[src/mode_ctl_pkg.sv]
// mode_ctl_pkg: register index, field positions and reset values of the
// mode control register. Assumes a 16-bit management register port.
package mode_ctl_pkg;
    // ========================================
    // register map
    localparam logic [4:0] MODE_CTL_ADDR = 5'h15; // register index
    localparam int unsigned DATA_W = 16;          // register width
    // ========================================
    // field positions
    localparam int unsigned B_RSVD      = 15;
    localparam int unsigned B_LINK10    = 14;
    localparam int unsigned B_LINK100   = 13;
    localparam int unsigned B_JABOFF    = 12;
    localparam int unsigned B_SEVENWIRE = 11;
    localparam int unsigned B_ALED      = 10;
    localparam int unsigned B_LEDSEL    = 9;
    localparam int unsigned B_FEFOFF    = 8;
    localparam int unsigned B_FEFSEND   = 7;
    localparam int unsigned B_RXEFULL   = 6;
    localparam int unsigned B_RXEOFF    = 5;
    localparam int unsigned B_WDTOFF    = 4;
    localparam int unsigned B_RLOOP     = 3;
    localparam int unsigned B_SCRM      = 2;
    localparam int unsigned B_BYPASS    = 1;
    localparam int unsigned B_FIBER     = 0;
    // ========================================
    // reset values of plain read/write bits
    localparam logic [DATA_W-1:0] RW_RESET = 16'h0000;
    // bits software may write (reserved and read-only flag excluded)
    localparam logic [DATA_W-1:0] RW_MASK  = 16'h7FBF;
    // ========================================
    // strap capture sequence
    typedef enum logic [1:0] {
        ST_CAPTURE = 2'h1,   // first cycle after reset release
        ST_RUN     = 2'h2    // normal operation
    } strap_state_t;
endpackage : mode_ctl_pkg

[src/mode_regs_if.sv]
// mode_regs_if: carries the held register image from the storage module.
// Assumes a single clock domain.
`timescale 1ns/10ps
`default_nettype none
interface mode_regs_if;
    import mode_ctl_pkg::*;
    logic [DATA_W-1:0] image;    // stored control bits
    logic              full_flg; // sticky counter-full flag
    modport store (output image, output full_flg);
    modport use_side (input image, input full_flg);
endinterface : mode_regs_if
`default_nettype wire

[src/mode_store.sv]
// mode_store: storage of the mode control bits and the sticky full flag.
// Assumes writes, reads and straps come synchronous to ref_clk.
`timescale 1ns/10ps
`default_nettype none
module mode_store (
    // clock and reset
    input  wire logic                         ref_clk,
    input  wire logic                         rstn,
    // write and read strobes
    input  wire logic                         wr_en,
    input  wire logic [mode_ctl_pkg::DATA_W-1:0] wr_data,
    input  wire logic                         rd_en,
    // strap load, one cycle after reset release
    input  wire logic                         strap_load,
    input  wire logic [mode_ctl_pkg::DATA_W-1:0] strap_image,
    // counter-full event
    input  wire logic                         rx_err_full_evt,
    // held image
    mode_regs_if.store                        regs
);
    import mode_ctl_pkg::*;

    logic [DATA_W-1:0] image;    // control bits
    logic              full_flg; // sticky full flag

    // ========================================
    // control bits: strap load, then software writes
    always_ff @(posedge ref_clk or negedge rstn) begin
        if (!rstn) begin
            image <= RW_RESET;
        end else if (strap_load) begin
            image <= strap_image;
        end else if (wr_en) begin
            image <= wr_data & RW_MASK;
        end
    end

    // sticky full flag: an event wins over the clearing read
    always_ff @(posedge ref_clk or negedge rstn) begin
        if (!rstn) begin
            full_flg <= 1'b0;
        end else if (rx_err_full_evt) begin
            full_flg <= 1'b1;
        end else if (rd_en) begin
            full_flg <= 1'b0;
        end
    end

    assign regs.image    = image;
    assign regs.full_flg = full_flg;
endmodule : mode_store
`default_nettype wire

[src/phy_mode_control_register.sv]
// phy_mode_control_register: mode control register of a 10/100 PHY and
// the control levels it steers. Assumes the management frame logic gives
// one-cycle read and write strobes for this register, straps are stable
// around reset release, and all inputs are synchronous to ref_clk.
// Functional notes
// - force 10 Mb link up; also in loopback
// - bit 13 ignores 100 Mb link state
// - bit 12 switches jabber detection off
// - bit 11 selects seven-line MAC interface
// - seven-line selection ignored under coding bypass
// - activity LED receive only when set
// - activity bit ignored full duplex or repeater
// - LED scheme bit, reset from rx strap
// - far-end-fault off bit, fiber only, strapped
// - bit 7 forces far-end-fault pattern
// - counter-full flag, read-only, cleared by read
// - bit 5 stops the receive-error counter
// - bit 4 stops descrambler watchdog
// - bit 3 enables remote loopback
// - scrambler bit, strapped, forced 0 in fiber
// - coding sublayer bypass, reset from strap
// - fiber select, reset from strap
`timescale 1ns/10ps
`default_nettype none
module phy_mode_control_register (
    // clock and reset
    input  wire logic                            ref_clk,
    input  wire logic                            rstn,
    // management register port
    input  wire logic [4:0]                      reg_addr,
    input  wire logic                            reg_wr,
    input  wire logic                            reg_rd,
    input  wire logic [mode_ctl_pkg::DATA_W-1:0] reg_wdata,
    output logic      [mode_ctl_pkg::DATA_W-1:0] reg_rdata,
    // strap pins
    input  wire logic                            rx_indicator_strap,
    input  wire logic [2:0]                      technology_strap,
    input  wire logic                            autoneg_strap,
    input  wire logic                            scrambler_strap,
    input  wire logic                            coding_sublayer_bypass_strap,
    input  wire logic                            fiber_mode_select_strap,
    // status from the rest of the device
    input  wire logic                            local_loopback,
    input  wire logic                            full_duplex_ctl,
    input  wire logic                            repeater_mode,
    input  wire logic                            rx_err_full_evt,
    // control levels to the datapath
    output logic                                 link10_forced,
    output logic                                 link100_ignored,
    output logic                                 jabber_off,
    output logic                                 seven_wire_on,
    output logic                                 activity_led_rx_only,
    output logic                                 led_scheme_select,
    output logic                                 far_fault_off,
    output logic                                 far_fault_send_force,
    output logic                                 rx_error_count_off,
    output logic                                 descrambler_watchdog_off,
    output logic                                 remote_loopback_on,
    output logic                                 scrambler_on,
    output logic                                 coding_sublayer_bypass,
    output logic                                 fiber_mode_select
);
    import mode_ctl_pkg::*;

    // ========================================
    // address decode
    function automatic logic hit(input logic [4:0] a);
        hit = (a == MODE_CTL_ADDR);
    endfunction : hit

    strap_state_t      st;          // strap capture state
    logic              strap_load;  // one-cycle strap capture
    logic [DATA_W-1:0] strap_image; // strapped reset image
    logic [DATA_W-1:0] img;         // held control bits
    logic              full_flg;    // sticky full flag
    logic [DATA_W-1:0] next_rdata;  // read value
    logic              wr_hit;      // write to this register
    logic              rd_hit;      // read of this register
    logic              fef_dflt;    // far-end-fault default

    mode_regs_if regs ();

    assign wr_hit = reg_wr & hit(reg_addr) & (st == ST_RUN);
    assign rd_hit = reg_rd & hit(reg_addr);

    // ========================================
    // strap capture: take pins one cycle after reset release
    always_ff @(posedge ref_clk or negedge rstn) begin
        if (!rstn) begin
            st <= ST_CAPTURE;
        end else begin
            unique case (st)
                ST_CAPTURE: st <= ST_RUN;
                ST_RUN:     st <= ST_RUN;
                default:    st <= ST_CAPTURE;
            endcase
        end
    end

    assign strap_load = (st == ST_CAPTURE);

    // far-end-fault on by default only for fiber without autoneg;
    // and only while the technology straps are not all zero
    assign fef_dflt = ~(fiber_mode_select_strap & ~autoneg_strap
                        & (technology_strap != 3'h0));

    // strapped reset image
    always_comb begin
        strap_image              = RW_RESET;
        strap_image[B_LEDSEL]    = rx_indicator_strap;
        strap_image[B_FEFOFF]    = fef_dflt;
        strap_image[B_SCRM]      = scrambler_strap
                                   & ~fiber_mode_select_strap;
        strap_image[B_BYPASS]    = coding_sublayer_bypass_strap;
        strap_image[B_FIBER]     = fiber_mode_select_strap;
    end

    // ========================================
    // storage
    mode_store u_store (
        .ref_clk         (ref_clk),
        .rstn            (rstn),
        .wr_en           (wr_hit),
        .wr_data         (reg_wdata),
        .rd_en           (rd_hit),
        .strap_load      (strap_load),
        .strap_image     (strap_image),
        .rx_err_full_evt (rx_err_full_evt),
        .regs            (regs.store)
    );

    assign img      = regs.image;
    assign full_flg = regs.full_flg;

    // ========================================
    // read value: reserved zero, scrambler shown forced in fiber
    always_comb begin
        next_rdata            = img;
        next_rdata[B_RSVD]    = 1'b0;
        next_rdata[B_RXEFULL] = full_flg;
        next_rdata[B_SCRM]    = img[B_SCRM] & ~img[B_FIBER];
    end

    // read data register
    always_ff @(posedge ref_clk or negedge rstn) begin
        if (!rstn) begin
            reg_rdata <= '0;
        end else if (rd_hit) begin
            reg_rdata <= next_rdata;
        end
    end

    // ========================================
    // link control levels
    // every control level is a flop of its own, so each output
    // settles exactly one edge after its stored bit changes and a
    // slow decode in one path cannot skew the others

    // 10 Mb link forced up, also during local loopback
    always_ff @(posedge ref_clk or negedge rstn) begin
        if (!rstn) begin
            link10_forced <= 1'b0;
        end else begin
            link10_forced <= img[B_LINK10] | local_loopback;
        end
    end

    // 100 Mb link state ignored; keeping autoneg off while this
    // is set is left to the managing side
    always_ff @(posedge ref_clk or negedge rstn) begin
        if (!rstn) begin
            link100_ignored <= 1'b0;
        end else begin
            link100_ignored <= img[B_LINK100];
        end
    end

    // jabber detection switched off
    always_ff @(posedge ref_clk or negedge rstn) begin
        if (!rstn) begin
            jabber_off <= 1'b0;
        end else begin
            jabber_off <= img[B_JABOFF];
        end
    end

    // ========================================
    // interface and indicator levels

    // seven-line interface, only while coding bypass is off
    always_ff @(posedge ref_clk or negedge rstn) begin
        if (!rstn) begin
            seven_wire_on <= 1'b0;
        end else begin
            seven_wire_on <= img[B_SEVENWIRE] & ~img[B_BYPASS];
        end
    end

    // activity indicator on receive only; the bit is ignored in
    // full duplex and in repeater mode
    always_ff @(posedge ref_clk or negedge rstn) begin
        if (!rstn) begin
            activity_led_rx_only <= 1'b0;
        end else begin
            activity_led_rx_only <= img[B_ALED] & ~full_duplex_ctl
                                    & ~repeater_mode;
        end
    end

    // indicator scheme choice
    always_ff @(posedge ref_clk or negedge rstn) begin
        if (!rstn) begin
            led_scheme_select <= 1'b0;
        end else begin
            led_scheme_select <= img[B_LEDSEL];
        end
    end

    // ========================================
    // fiber and far-end-fault levels

    // far-end-fault off; the bit means nothing outside fiber, so
    // the function is held off there
    always_ff @(posedge ref_clk or negedge rstn) begin
        if (!rstn) begin
            far_fault_off <= 1'b0;
        end else begin
            far_fault_off <= img[B_FEFOFF] | ~img[B_FIBER];
        end
    end

    // far-end-fault pattern sent whatever the link state
    always_ff @(posedge ref_clk or negedge rstn) begin
        if (!rstn) begin
            far_fault_send_force <= 1'b0;
        end else begin
            far_fault_send_force <= img[B_FEFSEND];
        end
    end

    // scrambler; held off in fiber whatever the stored bit says,
    // so a late fiber select never leaves scrambling running
    always_ff @(posedge ref_clk or negedge rstn) begin
        if (!rstn) begin
            scrambler_on <= 1'b0;
        end else begin
            scrambler_on <= img[B_SCRM] & ~img[B_FIBER];
        end
    end

    // coding sublayer bypass
    always_ff @(posedge ref_clk or negedge rstn) begin
        if (!rstn) begin
            coding_sublayer_bypass <= 1'b0;
        end else begin
            coding_sublayer_bypass <= img[B_BYPASS];
        end
    end

    // fiber operation
    always_ff @(posedge ref_clk or negedge rstn) begin
        if (!rstn) begin
            fiber_mode_select <= 1'b0;
        end else begin
            fiber_mode_select <= img[B_FIBER];
        end
    end

    // ========================================
    // receive path levels
    // plain copies of stored bits, no side conditions

    // receive-error counter stopped
    always_ff @(posedge ref_clk or negedge rstn) begin
        if (!rstn) begin
            rx_error_count_off <= 1'b0;
        end else begin
            rx_error_count_off <= img[B_RXEOFF];
        end
    end

    // descrambler watchdog stopped
    always_ff @(posedge ref_clk or negedge rstn) begin
        if (!rstn) begin
            descrambler_watchdog_off <= 1'b0;
        end else begin
            descrambler_watchdog_off <= img[B_WDTOFF];
        end
    end

    // remote loopback at the media side
    always_ff @(posedge ref_clk or negedge rstn) begin
        if (!rstn) begin
            remote_loopback_on <= 1'b0;
        end else begin
            remote_loopback_on <= img[B_RLOOP];
        end
    end
endmodule : phy_mode_control_register
`default_nettype wire

[config.mk]
export PLATFORM = sky130hd
export DESIGN_NAME = phy_mode_control_register
export DESIGN_NICKNAME = d
export VERILOG_FILES = /design/src/mode_ctl_pkg.sv /design/src/mode_regs_if.sv /design/src/mode_store.sv /design/src/phy_mode_control_register.sv
export SDC_FILE = /design/constraint.sdc
export NUM_CORES = 1
export LEC_CHECK = 0
export BUFFER_PORTS_ARGS = -buffer_cell sky130_fd_sc_hd__buf_2
export CAP_MARGIN = 5
export CORE_ASPECT_RATIO = 0.7
export CORE_MARGIN = 3
export CORE_UTILIZATION = 43
export CTS_CLUSTER_SIZE = 8
export DETAILED_ROUTE_END_ITERATION = 6
export GPL_TIMING_DRIVEN = 0
export PLACE_DENSITY_LB_ADDON = 0.15
export SLEW_MARGIN = 20
export SYNTH_ARGS = -nofsm -noshare
export SYNTH_HDL_FRONTEND = slang
export SYNTH_SLANG_ARGS = --single-unit
[constraint.sdc]
create_clock -name ref_clk -period 1.5 [get_ports ref_clk]
set_input_delay 0.375 -clock ref_clk [delete_from_list [all_inputs] [get_ports ref_clk]]
set_output_delay 0.375 -clock ref_clk [all_outputs]
set_load 0.02 [all_outputs]
---- Word level (Yosys, flattened, before mapping) ----
Cells that the tools add are included.
word-level totals
  register bits after elaboration ......... 47
  latch bits .............................. 0
  memory bits (writable) .................. 0
  ROM bits ................................ 0
  bits of input ports ..................... 37
  output and inout bits ................... 30
  memories kept ........................... 0
operators by class
  add/subtract/negate cells ............... 0
  $mul .................................... 0
  div/mod/pow operators ................... 0
  $lt $le $gt $ge ......................... 0
  equal/unequal tests ..................... 3
  shifts and indexed selects .............. 0
  muxes and demuxes ....................... 5
  bitwise logic cells ..................... 19
  reductions and logical operators ........ 4
operator list
  kind                                                              number
  15-bit two-way mux                                                2
  1-bit bitwise AND                                                 10
  1-bit inverter                                                    7
  5-bit == test (second input constant)                             1
  2-bit nonzero test                                                2
  3-bit nonzero test                                                1
  2-bit by 1-bit == test with 1-bit output (second input constant)  1
  2-bit == test (second input constant)                             1
  1-bit two-way mux                                                 2
  2-bit two-way mux                                                 1
  1-bit OR                                                          2
  2-bit OR reduction                                                1

---- Logic depth before layout (Yosys ltp) ----
Gate-level depths: netlist (run 1).
  word-level depth ........................ 5
  gate-level depth with buffers ........... 6
  gate-level depth less buffers ........... 5

---- Modules after synthesis ----
From an unflattened synthesis (run 1), not the netlist that was laid out.
unflattened totals
  cells, all modules ...................... 135
  area, all modules ....................... 1905.6 um2
modules (own cells, without submodules)
  module                     times used  cells an instance  area an instance (um2)
  phy_mode_control_register  1           66                 1136.1
  mode_store                 1           69                 769.5

---- Least setup slack after synthesis (run 1) ----
No wires, ideal clock.
  kind .................................... reg2reg
  start point ............................. register st[0]
  end point ............................... register u_store.image[8] (netlist: u_store.regs.image[8])
  library setup time ...................... 0.126 ns
  arrival time ............................ 1.407 ns
  required time ........................... 1.374 ns
  setup slack ............................. -0.034 ns
  cell stages (with the launch flop) ...... 6
  path buffers ............................ 0
  clock period less this slack ............ 1.534 ns
  path through ............................ dfstp_2 -> inv_1 -> ha_1 -> and4b_1 -> and4_1 -> a311o_1
between the ends
  cells in the longest elaborated chain, start to end .. 3
  elaborated cells between the ends (all ways) .. 5
ends and longest elaborated chain
  what                                 line                             RTL
  start: declaration                   phy_mode_control_register.sv:71  strap_state_t st;
  start signal: assignment             phy_mode_control_register.sv:90  st <= ST_CAPTURE;
  start signal: assignment             phy_mode_control_register.sv:93  ST_CAPTURE: st <= ST_RUN;
  start signal: assignment             phy_mode_control_register.sv:94  ST_RUN: st <= ST_RUN;
  2-bit == test                        phy_mode_control_register.sv:83  assign wr_hit = reg_wr & hit(reg_addr) & (st == ST_RUN);
  1-bit bitwise AND                    phy_mode_control_register.sv:83
  2-bit nonzero test (no source line)  --
  end signal: assignment               mode_store.sv:32                 image <= strap_image;
  end signal: assignment               mode_store.sv:34                 image <= wr_data & RW_MASK;
  end: declaration                     mode_store.sv:23                 logic [DATA_W-1:0] image;
Several ways; a longest one is shown, not always the timed one.
A chain may end at the register's enable or synchronous reset.

---- Worst setup path after layout (run 1) ----
Same ends and word-level chain as after synthesis.

==> results.ini, run 1 <==
[floorplanning]
die_height_um = 59.9
initial_utilization_pct = 47.7
dieArea_um2 = 4960
die_width_um = 82.9
fp.coreArea_um2 = 3740
rows = 18
io_pins = 67

[global_routing]
grt_antenna_before_repair = 0
grt_max_degree = 47
grtUsageTotal_pct = 16.1
grt_pass1_wl_um = 6220
overflow = 0
grt_pass1_vias = 1277

[routing]
drt_wl_total_um = 3830
remaining_drc_errors = 0
drt-wirelength-per-cell_um = 14.7
drt_iter0_markers = 59
ant_nets = 0
via_per_inst = 5.06
dr.pass1.iters = 4
vias = 1316

[power]
p_per_area_nw_per_um2 = 1260
switchingPower_uw = 843
p_int_uw = 2050
pwr-share-seq_pct = 53.3
vdd_ir_drop_max_mv = 0.706
power_frac_clock_pct = 26.8
p_total_uw = 2890
power_leakage_uw = 0.00118
swShare_pct = 29.2
comb_power_share_pct = 19.9

[final_layout]
regMostFlops = reg_rdata
largest_reg_flops = 15
drive_gt1_share_pct = 49.0
ff_latch_area_um2 = 1150
stdcell_count = 260
layout.nets = 248
num_antenna_cells = 0
multi_input_area_um2 = 572
nFillCells = 319
synthToLayoutAreaGrowth_pct = 28.7
reg.largest.list = reg_rdata x15, u_store.regs.image x14, st x2
fin_area_um2 = 2290

[timing]
rsz0062_at_grt = yes
fin_crit_ns = 1.51
max_freq_ghz = 0.663
hold_viol_final = 0
finalSetupViolCount = 1
fin_ws_ns = -0.00936
skew_ns = 0.00926
worst_slew_pin_slew_ns = 0.971
final_max_slew_viol_count = 0
setup-tns-final_ns = -0.00936
fin_crit_sh_pct = 101
relSlewSlack_pct = 35.2

[worst_setup_path]
worstSetupPathType = register to register
end_kind = register
path_max_fanout = 5
cp.arrival_ns = 1.69
start_kind = register
cp.required_ns = 1.68

[yosys]
synthDistinctLibCells = 32
synth_area_leaders = dfrtp_1 63%, mux2_2 9.5%, nand3_1 3.4%
syn_inst = 137
ys.warnings.count = 0
synth.top_cell.area_share_pct = 63.2
synth_area_um2 = 1780
synth_edf_count = 0
synthArstFlopShare_pct = 100
synth_seq_area_share_pct = 64.7
synthesis.nets = 176
yosysTopAreaCell = dfrtp_1
synth_ff_type = dfrtp_1
ys_ff_latch = 46
syn_avg_cell_area_um2 = 13.0

[clock_network]
numClockSinks = 46
clockRootBuffer = clkbuf_8
tritoncts = built
clk_pin_slew_ns = 0.09
clk_path_buf_depth = 2
cts_buffers = 5
htreeDepth = 2
postCtsHoldBufs = 0
insertion_delay_ns = 0.30

[place]
io_buffers = 63
placed_area_um2 = 2160
pre_cts_ws_ns = -0.252
hpwlAfterDp_um = 2740
dp_cells = 250
finalWeightedCongestion = 0.807

[hold_path]
worstHoldPathType = input pin to asynchronous set/reset pin

[flow_run]
maxCapViolations = 0

[status]
status = complete, but fails checks
violations = negative setup slack

timing repair:
action / in CTS / in global routing
setup endpoints to repair: 12 / 12
pin swaps: 1 / 2
gates resized for setup: 6 / 6
setup buffers: 0 / 2
cell usage after synthesis (2+ instances only):
cell / n
nand2_1: 3
buf_2: 3
o21ai_0: 12
a31oi_1: 4
nor2b_1: 3
clkbuf_1: 2
nor2_1: 2
dfrtp_1: 45
nand3_1: 12
a21oi_1: 9
ha_1: 2
mux2_2: 15
inv_1: 6
per-layer routing:
| layer | global-route usage, % | wire length, um | vias to the layer above |
|---|---|---|---|
| met5 | 0 | 0 | - |
| met4 | 4.90 | 43 | 0 |
| met3 | 6.06 | 354 | 7 |
| met2 | 24.4 | 1730 | 64 |
| met1 | 21.8 | 1700 | 621 |
| li1 | - | - | 624 |
kinds of logic (layout without fill, tap and decap cells):
group	Yosys count	in the layout	synth area share (%)
fa+ha+maj	2	2	1.40
flops	46	46	64.7
simple gates	30	30	11.0
mux	15	15	9.48
compound gates	29	29	9.20
buf+inv	14	87	4.00
other cells	1	1	0.210
through the flow:
stage | utilization, % | hold WS (ns)
floorplan | - | 0.0794
global placement | 57.8 | 0.378
detailed placement | 57.8 | 0.381
CTS | 60.7 | 0.221
global route | 61.3 | 0.221
finish | 61.3 | 0.226
power by group through the flow:
stage	clock network, uW	logic (uW)	registers, uW
after CTS	785	576	1540
after detailed placement	0	574	1570
after global routing	849	625	1570
final	775	574	1540
after global placement	0	560	1550
after floorplan	0	168	1710
placed cells by master (no fill, tap or decap), drive strengths merged:
master,instances
buf,71
dfrtp,45
mux2,15
nand3,12
o21ai,12
a21oi,9
clkbuf,7
inv,6
a31oi,4
nor2b,3
nand2,3
clkinv,2
nor2,2
ha,2
or2,1
nor3b,1
nand2b,1
and3b,1
and4b,1
nand3b,1
nand4b,1
nor3,1
o21bai,1
or3,1
and4,1
a311o,1
o211ai,1
o311ai,1
conb,1
clkinvlp,1
dfstp,1
cell type report:
cell class | instances | area share (%)
repair buffers | 65 | 14.4
clock inverters | 2 | 0.546
multi-input cells | 77 | 24.9
flip-flops and latches | 46 | 50.2
well taps | 50 | 2.73
inverters | 7 | 1.20
clock buffers | 6 | 3.60
plain buffers | 7 | 2.35
worst max-delay path, stage by stage, from the launching register on:
cell and delay [ns]:
dfstp_2 0.55, inv_2 0.04, ha_4 0.15, and4b_2 0.23
and4_1 0.15, a311o_1 0.27
path summary, 6_finish.rpt:
path / from / cells after the start / endpoint / slack, ns
setup / recovery: st[0] / 5 / u_store.regs.image[8] / -0.009
hold / removal: rstn / 1 / reg_rdata[11] / 0.23
setup reg to reg: st[0] / 5 / u_store.regs.image[8] / -0.009
hold reg to reg: u_store.regs.image[12] / 0 / jabber_off / 0.40
max in group asynchronous: rstn / 1 / reg_rdata[2] / 0.66
min in group ref_clk: repeater_mode / 2 / activity_led_rx_only / 0.23
Note: power is estimated with default switching activity, not from simulation.
==> run 2, diff against run 1 <==
Settings changed: CORE_MARGIN 3 to default.
==> run 2 against run 1 <==
Effect of this change: hold slack lost 0.16 ns; the run now ends clean; non-clock buffer count is the same; routed wire length shrank 5.7%; final area grew 1.0%; sequential share of layout area shrank 0.52 points; sequential power is essentially flat.
==> results.ini, run 2 (synthesis results as in run 1) <==
[status]
status = finished clean

[worst_setup_path]
crit_family = flip-flops
path_buf_inv = 1  ; unchanged
end_kind = register
r2r_slack_ns = 0.001  ; about the same
cp.required_ns = 1.68  ; about the same
r2r-end = u_store.regs.image[8]
path_max_fanout = 5  ; unchanged
ff2ff_path_depth = 5  ; unchanged
cp_slowest_stage_delay_ns = 0.55  ; about the same
worstSetupPathType = register to register
reg2reg_from = st[0]
crit_chain = inv_2 -> ha_4 -> and4b_2 -> and4_1 -> a311o_1
start_kind = register
critPathSlowestCell = dfstp_2
crit_cells = 5  ; unchanged
cp.arrival_ns = 1.68  ; about the same

[clock_network]
cts_buffers = 5  ; unchanged
tritoncts = built
insertion_delay_ns = 0.29  ; about the same
clk_pin_slew_ns = 0.08  ; about the same
clockRootBuffer = clkbuf_8
numClockSinks = 46  ; unchanged
clk_path_buf_depth = 2  ; unchanged
postCtsHoldBufs = 0  ; unchanged
htreeDepth = 2  ; unchanged

[timing]
final_max_slew_viol_count = 0  ; unchanged
setup-tns-final_ns = 0  ; +0.00936 ns
skew_ns = 0.00421  ; -0.00505 ns
rsz0062_at_grt = yes
fin_crit_sh_pct = 99.9  ; -0.71 points
hold_viol_final = 0  ; unchanged
fin_crit_ns = 1.50  ; -0.0106 ns
max_freq_ghz = 0.667  ; +0.71%
relSlewSlack_pct = 62.6  ; +27 points
worst_slew_pin_slew_ns = 0.561  ; -0.410 ns
finalSetupViolCount = 0  ; -1

[final_layout]
final_common_cell = buf_2
drive_gt1_share_pct = 49.0  ; unchanged
synthToLayoutAreaGrowth_pct = 30.1
nFillCells = 349  ; +9.4%
stdcell_count = 262  ; +0.77%
multi_input_area_um2 = 572  ; unchanged
largest_reg_flops = 15  ; unchanged
regMostFlops = reg_rdata
reg.largest.list = reg_rdata x15, u_store.regs.image x14, st x2
ff_latch_area_um2 = 1150  ; unchanged
num_antenna_cells = 0  ; unchanged
final_cell_mix = 64 x buf_2, 45 x dfrtp_1, 15 x mux2_2
layout.nets = 248  ; unchanged

[global_routing]
grt_pass1_vias = 1302  ; +2.0%
overflow = 0  ; unchanged
grt_antenna_before_repair = 0  ; unchanged
grtUsageTotal_pct = 18.4  ; +2.2 points
grt_pass1_wl_um = 5980  ; -3.9%
grt_max_degree = 47  ; unchanged

[floorplanning]
dieArea_um2 = 4410  ; -11%
die_height_um = 55.9  ; -6.7%
initial_utilization_pct = 45.1  ; -2.5 points
fp.coreArea_um2 = 3950  ; +5.6%
die_width_um = 78.9  ; -4.8%
rows = 19  ; +1
io_pins = 67  ; unchanged

[routing]
via_per_inst = 5.04  ; -0.46%
ant_nets = 0  ; unchanged
drt_iter0_markers = 49  ; -17%
vias = 1320  ; +0.30%
drt_wl_total_um = 3610  ; -5.7%
dr.pass1.iters = 4  ; unchanged
drt-wirelength-per-cell_um = 13.8  ; -6.4%
remaining_drc_errors = 0  ; unchanged

[place]
io_buffers = 63  ; unchanged
finalWeightedCongestion = 0.819  ; +1.5%
hpwlAfterDp_um = 2580  ; -6.1%
dp_cells = 252  ; +0.80%

[hold_path]
worstHoldPathType = input pin to asynchronous set/reset pin

[power]
power_leakage_uw = 0.00119  ; +1.1%
vdd_ir_drop_max_mv = 0.592  ; -16%
p_per_area_nw_per_um2 = 1290  ; +2.6%

[flow_run]
maxCapViolations = 0  ; unchanged

[run 2: changes by cell type in the layout (fill, tap and decap cells not counted)]
cell        delta
buf_2          -2
buf_4          +2
buf_6          -1
bufinv_16      +1
clkinv_2       +1
clkinvlp_4     -1
o21ai_0        -3
o21ai_1        +3
[run 2: worst max path at each step]
| stage | from | to | slack, ns |
|---|---|---|---|
| after detailed placement | reg_addr[3] | reg_rdata[10] | -0.27 |
| after floorplan | reg_addr[3] | reg_rdata[10] | 0.03 |
| after global routing | st[0] | u_store.regs.image[8] | -0.05 |
| after CTS | st[0] | u_store.regs.image[8] | 0.01 |
| after global placement | reg_addr[3] | reg_rdata[5] | -0.26 |
| final | st[0] | u_store.regs.image[8] | 0.001 |
[run 2: metal layers]
layer / global-route usage [%] / wire (um) / part of all wire (%)
met1: 24.6 / 1650 / 46
met2: 27.2 / 1640 / 45
met3: 8.03 / 281 / 7.8
met4: 5.45 / 37 / 1.0
met5: 0 / 0 / 0
[run 2: through the flow]
stage	hold slack, ns	setup slack (ns)	total power, uW	util [%]	area [um^2]
6_report	0.0703	0.00122	2990	58.7	2320
5_1_grt	0.0959	-0.0462	3160	58.7	2320
4_1_cts	0.220	0.00964	3020	58.3	2300
3_5_place_dp	0.376	-0.268	2130	54.8	2160
3_3_place_gp	0.373	-0.257	2110	54.8	2160
2_1_floorplan	0.0794	0.0300	1880	-	1780
[run 2: power breakdown]
group / switching (uW) / total, uW / internal, uW
combinational: 330 / 568 / 239
sequential: 96.9 / 1540 / 1440
clock: 400 / 891 / 490
[run 2: timing repair]
item	4_1_cts	5_1_grt
gates resized for setup	10	3
endpoints found under the setup margin	11	7
pin swaps	0	0
buffers inserted	0	2
[run 2: layout make-up]
class	instances	share of cell area, %
flip-flops and latches	46	49.7
repair buffers	65	14.4
multi-input cells	77	24.7
clock buffers	5	2.97
plain buffers	7	2.54
well taps	52	2.81
clock inverters	3	1.73
inverters	7	1.19
[run 2: worst register-to-register path: stages (launching register included)]
cell,delay [ns]
dfstp_2,0.55
inv_2,0.05
ha_4,0.15
and4b_2,0.23
and4_1,0.16
a311o_1,0.26
